**src/logic/info_section_pkg.sv**
```systemverilog
// shared constants and types for the information-section parser and its source
// assumes: one clock domain, bytes delivered one per accepted beat
package info_section_pkg;
  // ****************************************
  // header field constants
  // ****************************************
  localparam logic [7:0]  TABLE_ID_VALUE    = 8'hDF;
  localparam logic [7:0]  PROTOCOL_VALUE    = 8'h10;
  localparam logic [10:0] SPAN_LENGTH_MAX   = 11'h5A0;  // 1440 minutes
  localparam logic [11:0] SECONDS_PER_HOUR  = 12'hE10;  // 3600
  localparam logic [7:0]  HEADER_BYTES      = 8'h0F;    // bytes from offset 2 to item count, inclusive
  localparam logic [3:0]  HDR_COUNT_LAST    = 4'hF;     // header byte index of item count
  // ****************************************
  // item flag positions in the first flag byte
  // ****************************************
  localparam int FLAG_UPDATES  = 7;
  localparam int FLAG_TEXTFRAG = 6;
  localparam int FLAG_SECURITY = 5;
  localparam int FLAG_MASTER   = 4;
  localparam int FLAG_PB_LEN   = 3;
  localparam int FLAG_PB_DELAY = 2;
  localparam int FLAG_EXPIRY   = 1;
  localparam int FLAG_SIZE     = 0;
  // optional field and linkage byte counts
  localparam logic [2:0] PB_LEN_BYTES   = 3'h3;
  localparam logic [2:0] PB_DELAY_BYTES = 3'h3;
  localparam logic [2:0] EXPIRY_BYTES   = 3'h4;
  localparam logic [2:0] SIZE_BYTES     = 3'h5;
  localparam logic [2:0] LINKAGE_BYTES  = 3'h4;
  // ****************************************
  // error codes
  // ****************************************
  typedef enum logic [3:0] {
    ERR_NONE     = 4'h0,
    ERR_TABLE_ID = 4'h1,
    ERR_PROTOCOL = 4'h2,
    ERR_CURRENT  = 4'h3,
    ERR_OVERRUN  = 4'h4,
    ERR_SHORT    = 4'h5
  } err_code_t;
endpackage : info_section_pkg

```
**src/logic/section_link_if.sv**
```systemverilog
// byte stream link from the demultiplexer to the parser
// assumes: both ends on the same clock; one section per start..last frame
`timescale 1ns/1ps
interface section_link_if;
  logic       valid;  // byte present
  logic       ready;  // parser takes the byte
  logic [7:0] data;   // section byte
  logic       start;  // first byte of a section
  logic       last;   // final byte of a section
  modport source (output valid, output data, output start, output last, input ready);
  modport sink   (input valid, input data, input start, input last, output ready);
endinterface : section_link_if

```
**src/logic/info_section_parser.sv**
```systemverilog
// parser end: decodes one information-table section per frame
// assumes: frames from section_source on the same clock; descriptor bodies skipped
`timescale 1ns/1ps
module info_section_parser
  import info_section_pkg::*;
(
  input  wire logic        clk_i,          // 50 MHz clock
  input  wire logic        resetn_i,       // async reset, active low
  section_link_if.sink     link,           // from the source
  output logic             hdr_valid_o,    // header decoded pulse
  output logic [3:0]       ver_major_o,    // protocol major
  output logic [3:0]       ver_minor_o,    // protocol minor
  output logic [7:0]       subnet_o,       // subnet identity
  output logic [15:0]      service_o,      // service identity
  output logic [31:0]      span_start_o,   // span start seconds
  output logic [10:0]      span_len_o,     // span length minutes
  output logic [4:0]       version_o,      // instance version
  output logic             new_inst_o,     // header starts a changed instance
  output logic             item_valid_o,   // item decoded pulse
  output logic [31:0]      linkage_o,      // item linkage
  output logic [7:0]       item_flags_o,   // item flag byte
  output logic [19:0]      pb_len_o,       // playback length
  output logic [19:0]      pb_delay_o,     // playback delay
  output logic [31:0]      expiry_o,       // expiration
  output logic [39:0]      size_o,         // content size
  output logic             warn_o,         // item or header warning pulse
  output logic             done_o,         // section accepted pulse
  output logic             complete_o,     // instance complete level
  output logic             error_o,        // section discarded pulse
  output err_code_t        err_code_o      // reason of last error
);
  typedef enum logic [13:0] {
    S_IDLE  = 14'h0001, S_HDR   = 14'h0002, S_LINK  = 14'h0004, S_FLAG1 = 14'h0008,
    S_FLAG2 = 14'h0010, S_OPT   = 14'h0020, S_NLEN  = 14'h0040, S_NAME  = 14'h0080,
    S_DCNT  = 14'h0100, S_DTAG  = 14'h0200, S_DLEN  = 14'h0400, S_DBODY = 14'h0800,
    S_TAIL  = 14'h1000, S_DROP  = 14'h2000
  } state_t;

  // all registered state apart from the walker state
  typedef struct packed {
    logic [3:0]   idx;                    // header byte index
    logic [11:0]  remain;                 // section bytes still owed
    logic [39:0]  acc;                    // field accumulator
    logic [7:0]   items, cnt, dlen;       // items left, field or descriptor count, bytes left
    logic [2:0]   opt;                    // optional field in hand, 4 = none left
    logic         outer, k_ok, m_ok;      // section-level loop, key held, master held
    logic [7:0]   secno, lastno, subnet;  // section numbers, subnet identity
    logic [255:0] seen;                   // sections of the instance seen
    logic [15:0]  k_svc, k_ext, m_svc, service;
    logic [31:0]  k_start, m_lk, span_start, linkage, expiry;
    logic [10:0]  k_len, span_len;
    logic [4:0]   k_ver, version;
    logic [3:0]   major, minor;
    logic [7:0]   flags;
    logic [19:0]  pb_len, pb_delay;
    logic [39:0]  size;
    logic         hdr_valid, new_inst, item_valid, warn, done, complete, error;
    err_code_t    err_code;
  } regs_t;

  state_t     st, next_st;
  regs_t      r, next_r;
  logic       take;      // byte accepted this cycle
  logic [7:0] b;         // byte on the link
  logic       key_hit;   // header repeats the held instance key
  logic       fail;      // mandatory field mismatch on this byte
  err_code_t  code;      // reason that goes with fail
  logic       desc_end;  // a descriptor ends on this byte
  logic       loop_end;  // a descriptor loop ends on this byte

  // next byte of a big-endian field
  function automatic logic [39:0] shift_in(input logic [39:0] acc, input logic [7:0] b);
    shift_in = {acc[31:0], b};
  endfunction : shift_in

  // first optional field at or after from whose include flag is set, 4 if none
  function automatic logic [2:0] opt_from(input logic [7:0] f, input logic [2:0] from);
    opt_from = 3'h4;
    for (int i = 3; i >= 0; i--)
    begin
      if ((3'(i) >= from) && f[FLAG_PB_LEN - i])
        opt_from = 3'(i);
    end
  endfunction : opt_from

  // index of the final byte of an optional field
  function automatic logic [7:0] opt_last(input logic [2:0] o);
    opt_last = 8'(SIZE_BYTES - 3'h1);
    if (o == 3'h0)
      opt_last = 8'(PB_LEN_BYTES - 3'h1);
    if (o == 3'h1)
      opt_last = 8'(PB_DELAY_BYTES - 3'h1);
    if (o == 3'h2)
      opt_last = 8'(EXPIRY_BYTES - 3'h1);
  endfunction : opt_last

  // true once sections zero through last are all marked
  function automatic logic all_seen(input logic [255:0] m, input logic [7:0] last);
    all_seen = 1'b1;
    for (int i = 0; i < 256; i++)
    begin
      if ((8'(i) <= last) && !m[i])
        all_seen = 1'b0;
    end
  endfunction : all_seen

  // link handshake and outputs straight from registers
  assign take         = link.valid && link.ready;
  assign b            = link.data;
  assign link.ready   = 1'b1;  // parser never stalls
  assign key_hit      = r.k_ok && (r.service == r.k_svc) && ({r.major, r.minor, r.subnet} == r.k_ext)
                        && (r.span_start == r.k_start);
  assign hdr_valid_o  = r.hdr_valid;
  assign ver_major_o  = r.major;
  assign ver_minor_o  = r.minor;
  assign subnet_o     = r.subnet;
  assign service_o    = r.service;
  assign span_start_o = r.span_start;
  assign span_len_o   = r.span_len;
  assign version_o    = r.version;
  assign new_inst_o   = r.new_inst;
  assign item_valid_o = r.item_valid;
  assign linkage_o    = r.linkage;
  assign item_flags_o = r.flags;
  assign pb_len_o     = r.pb_len;
  assign pb_delay_o   = r.pb_delay;
  assign expiry_o     = r.expiry;
  assign size_o       = r.size;
  assign warn_o       = r.warn;
  assign done_o       = r.done;
  assign complete_o   = r.complete;
  assign error_o      = r.error;
  assign err_code_o   = r.err_code;

  // walker: one byte per beat; an empty field is skipped on the byte that sizes it
  always_comb
  begin
    next_st = st;
    next_r = r;
    next_r.hdr_valid = 1'b0;
    next_r.item_valid = 1'b0;
    next_r.warn = 1'b0;
    next_r.done = 1'b0;
    next_r.error = 1'b0;
    fail = 1'b0;
    code = ERR_NONE;
    desc_end = 1'b0;
    loop_end = 1'b0;
    if (take)
    begin
      next_r.acc = shift_in(r.acc, b);
      next_r.remain = r.remain - 12'h001;
    end
    if (take && link.start)
    begin
      next_r.idx = 4'h0;
      next_st = S_HDR;
      fail = (b != TABLE_ID_VALUE);
      code = ERR_TABLE_ID;
    end
    else if (take)
    begin
      unique case (st)
        S_HDR:
        begin
          next_r.idx = r.idx + 4'h1;
          unique case (r.idx)
            4'h1: next_r.remain = next_r.acc[11:0];
            4'h2:
            begin
              {next_r.major, next_r.minor} = b;
              fail = (b != PROTOCOL_VALUE);
              code = ERR_PROTOCOL;
            end
            4'h3: next_r.subnet = b;
            4'h4:
            begin
              next_r.version = b[5:1];
              fail = !b[0];
              code = ERR_CURRENT;
            end
            4'h5: next_r.secno = b;
            4'h6: next_r.lastno = b;
            4'h8: next_r.service = next_r.acc[15:0];
            4'hC: next_r.span_start = next_r.acc[31:0];
            4'hE: next_r.span_len = next_r.acc[10:0];
            HDR_COUNT_LAST:
            begin
              next_r.items = b;
              next_r.cnt = 8'h00;
              next_r.outer = (b == 8'h00);
              next_st = (b == 8'h00) ? S_DCNT : S_LINK;
              next_r.hdr_valid = 1'b1;
              next_r.new_inst = !key_hit || (r.version != r.k_ver);
              next_r.warn = ((r.span_start % 32'(SECONDS_PER_HOUR)) != 32'h00000000)
                            || (key_hit && (r.span_len != r.k_len))
                            || ((r.span_start == 32'h00000000) && (r.span_len != 11'h000))
                            || (r.span_len > SPAN_LENGTH_MAX) || (r.secno > r.lastno);
              if (next_r.new_inst)
              begin
                next_r.seen = '0;
                next_r.complete = 1'b0;
                next_r.k_ok = 1'b1;
                next_r.k_svc = r.service;
                next_r.k_ext = {r.major, r.minor, r.subnet};
                next_r.k_start = r.span_start;
                next_r.k_len = r.span_len;
                next_r.k_ver = r.version;
              end
            end
            default: ;
          endcase
        end
        S_LINK:
        begin
          next_r.cnt = r.cnt + 8'h01;
          if (r.cnt == 8'(LINKAGE_BYTES - 3'h1))
          begin
            next_r.linkage = next_r.acc[31:0];
            next_r.warn = (next_r.acc[31:0] == 32'h00000000);
            next_st = S_FLAG1;
          end
        end
        S_FLAG1:
        begin
          next_r.flags = b;
          next_st = S_FLAG2;
          if (b[FLAG_MASTER])
          begin
            next_r.warn = r.m_ok && (r.m_svc == r.service) && (r.m_lk != r.linkage);
            next_r.m_ok = 1'b1;
            next_r.m_svc = r.service;
            next_r.m_lk = r.linkage;
          end
        end
        S_FLAG2:
        begin
          next_r.opt = opt_from(r.flags, 3'h0);
          next_r.cnt = 8'h00;
        end
        S_OPT:
        begin
          next_r.cnt = r.cnt + 8'h01;
          if (r.cnt == opt_last(r.opt))
          begin
            unique case (r.opt)
              3'h0: next_r.pb_len = next_r.acc[19:0];
              3'h1: next_r.pb_delay = next_r.acc[19:0];
              3'h2: next_r.expiry = next_r.acc[31:0];
              default: next_r.size = next_r.acc;
            endcase
            next_r.opt = opt_from(r.flags, r.opt + 3'h1);
            next_r.cnt = 8'h00;
          end
        end
        S_NLEN:
        begin
          next_r.dlen = b;
          next_r.outer = 1'b0;
          next_st = (b == 8'h00) ? S_DCNT : S_NAME;
        end
        S_NAME:
        begin
          next_r.dlen = r.dlen - 8'h01;
          if (r.dlen == 8'h01)
            next_st = S_DCNT;
        end
        S_DCNT:
        begin
          next_r.cnt = b;
          loop_end = (b == 8'h00);
          next_st = S_DTAG;
        end
        S_DTAG: next_st = S_DLEN;
        S_DLEN:
        begin
          next_r.dlen = b;
          desc_end = (b == 8'h00);
          next_st = S_DBODY;
        end
        S_DBODY:
        begin
          next_r.dlen = r.dlen - 8'h01;
          desc_end = (r.dlen == 8'h01);
        end
        default: ;
      endcase
      // item ready once its last optional field is in
      if ((st == S_FLAG2) || (st == S_OPT))
      begin
        next_st = (next_r.opt == 3'h4) ? S_NLEN : S_OPT;
        next_r.item_valid = (next_r.opt == 3'h4);
      end
      if (desc_end)
      begin
        next_r.cnt = r.cnt - 8'h01;
        loop_end = (r.cnt == 8'h01);
        next_st = S_DTAG;
      end
      // loop closed: next item, section loop, or wait for the frame end
      if (loop_end)
      begin
        next_r.items = r.items - 8'h01;
        next_r.outer = r.outer || (r.items == 8'h01);
        next_r.cnt = 8'h00;
        next_st = r.outer ? S_TAIL : ((r.items == 8'h01) ? S_DCNT : S_LINK);
      end
    end
    // mandatory field wrong: report once and drop the rest of the frame
    if (fail)
    begin
      next_r.error = 1'b1;
      next_r.err_code = code;
      next_st = S_DROP;
    end
    // end of frame: accept only a walk that ends with the section length
    if (take && link.last)
    begin
      if ((next_st == S_TAIL) && (r.remain == 12'h001))
      begin
        next_r.done = 1'b1;
        next_r.seen[r.secno] = 1'b1;
        next_r.complete = all_seen(next_r.seen, r.lastno);
      end
      else if (next_st != S_DROP)
      begin
        next_r.error = 1'b1;
        next_r.err_code = (next_st != S_TAIL) ? ERR_OVERRUN : ERR_SHORT;
      end
      next_st = S_IDLE;
    end
  end

  // registers
  always_ff @(posedge clk_i or negedge resetn_i)
  begin
    if (!resetn_i)
    begin
      st <= S_IDLE;
      r  <= '0;
    end
    else
    begin
      st <= next_st;
      r  <= next_r;
    end
  end
endmodule : info_section_parser

```
**src/flat_wrapper.sv**
```systemverilog
// flat-port wrapper written by rule: the top's interface ports become plain ports
module info_section_parser_flat import info_section_pkg::*;
  (clk_i, resetn_i, hdr_valid_o, ver_major_o, ver_minor_o, subnet_o, service_o, span_start_o, span_len_o, version_o, new_inst_o, item_valid_o, linkage_o, item_flags_o, pb_len_o, pb_delay_o, expiry_o, size_o, warn_o, done_o, complete_o, error_o, err_code_o, link_valid, link_data, link_start, link_last, link_ready);
  section_link_if link_i ();
  input  wire logic clk_i;
  input  wire logic resetn_i;
  output logic hdr_valid_o;
  output logic [3:0] ver_major_o;
  output logic [3:0] ver_minor_o;
  output logic [7:0] subnet_o;
  output logic [15:0] service_o;
  output logic [31:0] span_start_o;
  output logic [10:0] span_len_o;
  output logic [4:0] version_o;
  output logic new_inst_o;
  output logic item_valid_o;
  output logic [31:0] linkage_o;
  output logic [7:0] item_flags_o;
  output logic [19:0] pb_len_o;
  output logic [19:0] pb_delay_o;
  output logic [31:0] expiry_o;
  output logic [39:0] size_o;
  output logic warn_o;
  output logic done_o;
  output logic complete_o;
  output logic error_o;
  output err_code_t err_code_o;
  input wire logic [$bits(link_i.valid)-1:0] link_valid;
  input wire logic [$bits(link_i.data)-1:0] link_data;
  input wire logic [$bits(link_i.start)-1:0] link_start;
  input wire logic [$bits(link_i.last)-1:0] link_last;
  output wire logic [$bits(link_i.ready)-1:0] link_ready;
  assign link_i.valid = link_valid;
  assign link_i.data = link_data;
  assign link_i.start = link_start;
  assign link_i.last = link_last;
  assign link_ready = link_i.ready;
  info_section_parser u_core (.clk_i(clk_i), .resetn_i(resetn_i), .link(link_i), .hdr_valid_o(hdr_valid_o), .ver_major_o(ver_major_o), .ver_minor_o(ver_minor_o), .subnet_o(subnet_o), .service_o(service_o), .span_start_o(span_start_o), .span_len_o(span_len_o), .version_o(version_o), .new_inst_o(new_inst_o), .item_valid_o(item_valid_o), .linkage_o(linkage_o), .item_flags_o(item_flags_o), .pb_len_o(pb_len_o), .pb_delay_o(pb_delay_o), .expiry_o(expiry_o), .size_o(size_o), .warn_o(warn_o), .done_o(done_o), .complete_o(complete_o), .error_o(error_o), .err_code_o(err_code_o));
endmodule
```
**config.mk**
```make
export PLATFORM = sky130hd
export DESIGN_NAME = info_section_parser_flat
export DESIGN_NICKNAME = d
export VERILOG_FILES = /design/src/logic/info_section_pkg.sv /design/src/logic/section_link_if.sv /design/src/logic/info_section_parser.sv /design/src/flat_wrapper.sv
export SDC_FILE = /design/constraint.sdc
export NUM_CORES = 2
export LEC_CHECK = 0
export BUFFER_PORTS_ARGS = -buffer_cell sky130_fd_sc_hd__buf_4
export CELL_PAD_IN_SITES_DETAIL_PLACEMENT = 0
export CELL_PAD_IN_SITES_GLOBAL_PLACEMENT = 1
export CORE_MARGIN = 3
export CORE_UTILIZATION = 51
export CTS_CLUSTER_SIZE = 12
export DETAILED_ROUTE_END_ITERATION = 16
export MAX_ROUTING_LAYER = met4
export PLACE_DENSITY_LB_ADDON = 0.1
export REMOVE_ABC_BUFFERS = 1
export SETUP_SLACK_MARGIN = 0.3
export SLEW_MARGIN = 30
export SYNTH_ARGS = -nofsm -noshare
export SYNTH_HDL_FRONTEND = slang
export SYNTH_SLANG_ARGS = --single-unit
```
**constraint.sdc**
```tcl
create_clock -name clk_i -period 41.2 [get_ports clk_i]
set_clock_uncertainty 0.1 [all_clocks]
set_input_delay 4.12 -clock clk_i [delete_from_list [all_inputs] [get_ports clk_i]]
set_output_delay 4.12 -clock clk_i [all_outputs]
set_load 0.05 [all_outputs]
```
* Word level (Yosys, flattened, before mapping)
Cells that the tools add are included. W data, S select, Z words.
Word-level totals: register bits after elaboration 743, input port bits 13
Cells by class: add/subtract/negate cells 7, divide/modulo/power cells 1, order comparisons 264, eq/ne operators 44, muxes and demuxes 378, bitwise gates (word level) 3, reductions and logical operators 575
Operators by type and width (number):
- $mux W612 | 2
- $le A8 B8 Y1 const A | 128
- $mux W288 | 3
- $le A7 B8 Y1 const A | 64
- $mux W256 | 2
- $mux W32 | 11
- $mux W1 | 278
- $logic_and A1 B1 Y1 | 271
- $logic_not A1 Y1 | 258
- $le A6 B8 Y1 const A | 32
- $or A256 B256 Y256 | 1
- $mux W80 | 2
- $mux W14 | 10
- $le A5 B8 Y1 const A | 16
- $mux W16 | 7
- $pmux W14 S8 | 1
- $mux W40 | 2
- $le A4 B8 Y1 const A | 8
- $logic_not A32 Y1 | 2
- $mux W8 | 8
- $reduce_and A4 Y1 | 14
- $mux W52 | 1
- $eq A16 B16 Y1 | 3
- $mux W48 | 1
- other kinds (79) | 147

* Logic depth before layout (Yosys ltp)
depth after elaboration 277, gate-level depth with buffers 62

* Least setup slack after synthesis
No wires, ideal clock.
kind reg-to-reg, start register u_core.r, in the netlist u_core.span_start_o[25], end register u_core.r, in the netlist u_core.warn_o, library setup time 0.082 ns, data arrival time 14.219 ns, slack 26.799 ns, cell stages (with the launch flop) 59, buffers on the path 5, cells stage by stage dfrtp_1 > buf_4 > or4_4 > nor3_1 > o31ai_4 > a211o_4 > o21ai_1 > o2bb2ai_1 > a221oi_1 > or3_1 > buf_4 > a211oi_4 > a211oi_2 > a21o_1 > buf_4 > a211oi_4 > o22ai_2 > a32o_1 > [... 23 more ...] > o311a_1 > a211oi_2 > o21bai_2 > a31oi_2 > buf_4 > a311o_4 > o211ai_2 > a2111oi_2 > o21ai_1 > and3_1 > o41a_2 > xnor2_1 > or4b_1 > o31ai_2 > nand2_1 > a21oi_1 > o21ai_1 > a31oi_1
RTL lines:
- from (decl) | RTL line info_section_parser.sv:62 | regs_t r, next_r;
- from (signal assigned) | RTL line info_section_parser.sv:345 | r <= next_r;

==> key figures <==
Outcome
  – Status: finished, final reports clean

Setup path
  – R2R Setup Slk: 23.46 ns
  – Critical R2R Capture: u_core.warn_o
  – Crit-path most repeated cell: a211oi_2
  – Worst path required time: 41.70 ns
  – Reg-to-Reg Start: u_core.span_start_o[25]
  – Critical path class: reg2reg
  – WP depth: 52
  – Worst path max stage delay: 0.71 ns
  – Critical Path AT: 18.23 ns
  – Critical path fanouts, max: 21
  – Crit path launch type: flip-flop
  – Kind of end point of the critical path: flip-flop
  – Buf/Inv on CP: 0
  – Cells on worst reg2reg path: 52
  – Family with the most delay on the worst path: compound AO/OA/AOI/OAI gates
  – Slowest-stage cell, CP: o21bai_1

Yosys
  – Syn Area/Cell: 8.65 sq um
  – Seq/Total Area, Yosys: 42.4%
  – Synth Register Bits: 743
  – Ys async rst share: 100%
  – Most frequent cell after synthesis: nand2_1
  – Area leader, netlist: dfrtp_1
  – Mapped Area: 43800 sq um
  – Largest family of logic cells by synthesized area: compound AO/OA/AOI/OAI gates
  – Post-synth EDFFs: 0
  – Synth Instances: 5068
  – Post-synth top cells: nand2_1, dfrtp_1, o21ai_0
  – Synth Warn #: 0
  – Netlist cell types: 147
  – XOR/XNOR Fraction of Synth Area: 3.71%
  – Yosys top cell area share: 42.4%
  – Post-synthesis mux area share: 3.98%
  – Simple-Gate Fraction of Synth Area: 18.8%
  – Area fraction in compound gates after synthesis: 22.2%
  – Ys flop type: dfrtp_1
  – Ranking of synthesized cells by area: dfrtp_1, nand2_1, o21ai_0
  – Adder-Cell Fraction of Synth Area: 1.01%

Global routing
  – Via count of the first global-routing pass: 38793
  – Global-route wire length before repair: 265000 microns
  – Initial antenna violation count: 6
  – GRT Resource Usage Total: 40.7%
  – Pin count of the biggest net entering global routing: 113
  – Global route overflow: 0

Finish
  – Multi-input gate area: 21900 sq um
  – FF/Latch Area: 18600 sq um
  – NumNets Final: 5059
  – Layout cell share with drive strength beyond 1: 15.6%
  – Final-layout fill cell count: 7744
  – Syn-to-layout area delta: 9.86%
  – Fin cells: 6212

Power and ir drop
  – Comb pwr share: 7.1%
  – Psw: 0.421 mW
  – Switch share: 25.7%
  – Internal power: 1.22 mW
  – Total power: 1.64 mW
  – Reg power frac: 46.9%
  – P_leak: 21.4 nW
  – PD cells: 34.0 nW/um^2
  – Peak VDD IR: 29.4 uV
  – Clock power frac: 46.0%

Hold path
  – Hold Path Class: reg2reg
  – Hold Path Sink: u_core.r[269]
  – Hold Crit Depth: 2
  – Hold_sp: u_core.r[269]

CTS
  – Hold buffer count at cts: 0
  – CTS H-Tree Depth: 3
  – Worst skew pair latency: 0.68 ns
  – # clock sinks: 743
  – Worst-path clk slew: 0.06 ns
  – Clock root cell: clkbuf_16
  – Cts repair resizes: 0
  – Total CTS buffers: 83
  – Postcts setup bufs: 0
  – Bufs on Longest Clock Path: 3
  – TritonCTS clock tree: done

Timing
  – Rel. slew slack: 30.9%
  – Setup ws final: 23.46 ns
  – Final setup viols: 0
  – Fin. Hold Viols: 0
  – FMAX: 56.4 MHz
  – Final Max Slew Viols: 0
  – Tightest Pin Transition: 1.03 ns
  – Setup TNS: 0 ns
  – Final min period: 17.74 ns
  – RSZ-0062 raised after global routing: false
  – Final period util: 43.1%

Die
  – Die ar.: 89500 sq um
  – # IOs: 257
  – Core area: 84400 sq um
  – Die Ht: 299 microns
  – FP Rows: 106
  – Starting Density: 52.0%
  – Chip Width: 299 microns

Placement
  – Placed Cells: 6065
  – HPWL after DPL: 127000 microns
  – DP Worst Slack: 23.76 ns
  – Buffers on Ports: 255
  – Placer Congestion: 1.10

Route
  – DR WL/cell: 29.2 microns
  – First drt pass iteration count: 7
  – Initial DRC Count: 5295
  – Drc violations: 0
  – Vias per cell: 6.63
  – Via Count: 41194
  – Total routed wirelength: 181000 microns
  – Antenna Nets Post-Route: 0

Flow run
  – Max-cap violations: 0
-- metrics by stage --
stage / util [%] / hold slack (ns) / area, sq um
global route: 57.1 / 0.385 / 48100
finish: 57.1 / 0.371 / 48100
detailed placement: 53.7 / 0.351 / 45300
global placement: 53.6 / 0.346 / 45300
floorplan: - / 0.333 / 40800
CTS: 57.0 / 0.364 / 48100
-- per-layer routing --
metal  share of wire (%)  wire length (microns)  vias to the layer above  GRT usage (%)
met5                   0                      0                        -              -
met4                 6.0                  10800                        0           19.8
met3                  10                  18500                      659           9.89
met2                  44                  79700                     2434           60.2
met1                  40                  72200                    20237           52.5
li1                    -                      -                    17864              -
-- power by group through the flow --
stage	sequential, mW	clock [mW]	combinational (mW)
after floorplan	0.782	0	0.0492
after global routing	0.768	0.789	0.126
after detailed placement	0.779	0	0.115
after CTS	0.766	0.760	0.115
after global placement	0.778	0	0.113
final	0.767	0.753	0.116
-- worst register-to-register path, delay by kind of cell, from the launching register on --
kind | cells | cell delay (ns)
AOI/OAI and AO/OA | 36 | 11.87
xor gates and xnor gates | 3 | 0.73
DFF | 1 | 0.68
muxes | 1 | 0.46
and+or+nand+nor | 12 | 3.81
-- logic make-up after synthesis --
logic type | count (synthesis)
and+or+nand+nor | 1806
AOI/OAI and AO/OA | 1506
DFF | 743
buffers and inverters | 637
xor gates and xnor gates | 179
muxes | 159
adders and majority gates | 37
other | 1
-- worst max-delay path by stage --
stage,start,end
6_report,u_core.span_start_o[25],u_core.warn_o
3_5_place_dp,u_core.span_start_o[25],u_core.warn_o
4_1_cts,u_core.span_start_o[25],u_core.warn_o
3_3_place_gp,u_core.span_start_o[25],u_core.warn_o
2_1_floorplan,u_core.span_start_o[25],u_core.warn_o
5_1_grt,u_core.span_start_o[25],u_core.warn_o
-- layout make-up --
cell class                 count  share of cell area, %
tap                         1134                   2.95
clock buffer                 116                   4.97
inverter                     103                  0.803
antenna                        4                 0.0208
sequential                   743                   38.6
timing repair buffer         399                   6.35
clock inverter                25                  0.756
multi-input combinational   3688                   45.5
-- cell usage in the layout, fill, tap and decap left out, types with 100 or more instances in the layout --
cell       n
nand2_1  880
dfrtp_1  742
o21ai_0  600
buf_4    388
nor2_1   327
a21oi_1  275
mux2_2   118
nor3_1   103
inv_1    101
nand3_1  100
-- registers in the layout (all words and copies together), names as in the netlist, 5 cells and up, named ones only --
| signal | count |
|---|---|
| u_core.span_len_o | 11 |
| u_core.span_start_o | 32 |
| u_core.pb_len_o | 20 |
| u_core.size_o | 40 |
| u_core.subnet_o | 8 |
| u_core.version_o | 5 |
| u_core.st | 14 |
| u_core.item_flags_o | 8 |
| u_core.linkage_o | 32 |
| u_core.r | 485 |
| u_core.pb_delay_o | 20 |
| u_core.expiry_o | 32 |
| u_core.service_o | 16 |
(Power assumes the default switching activity.)
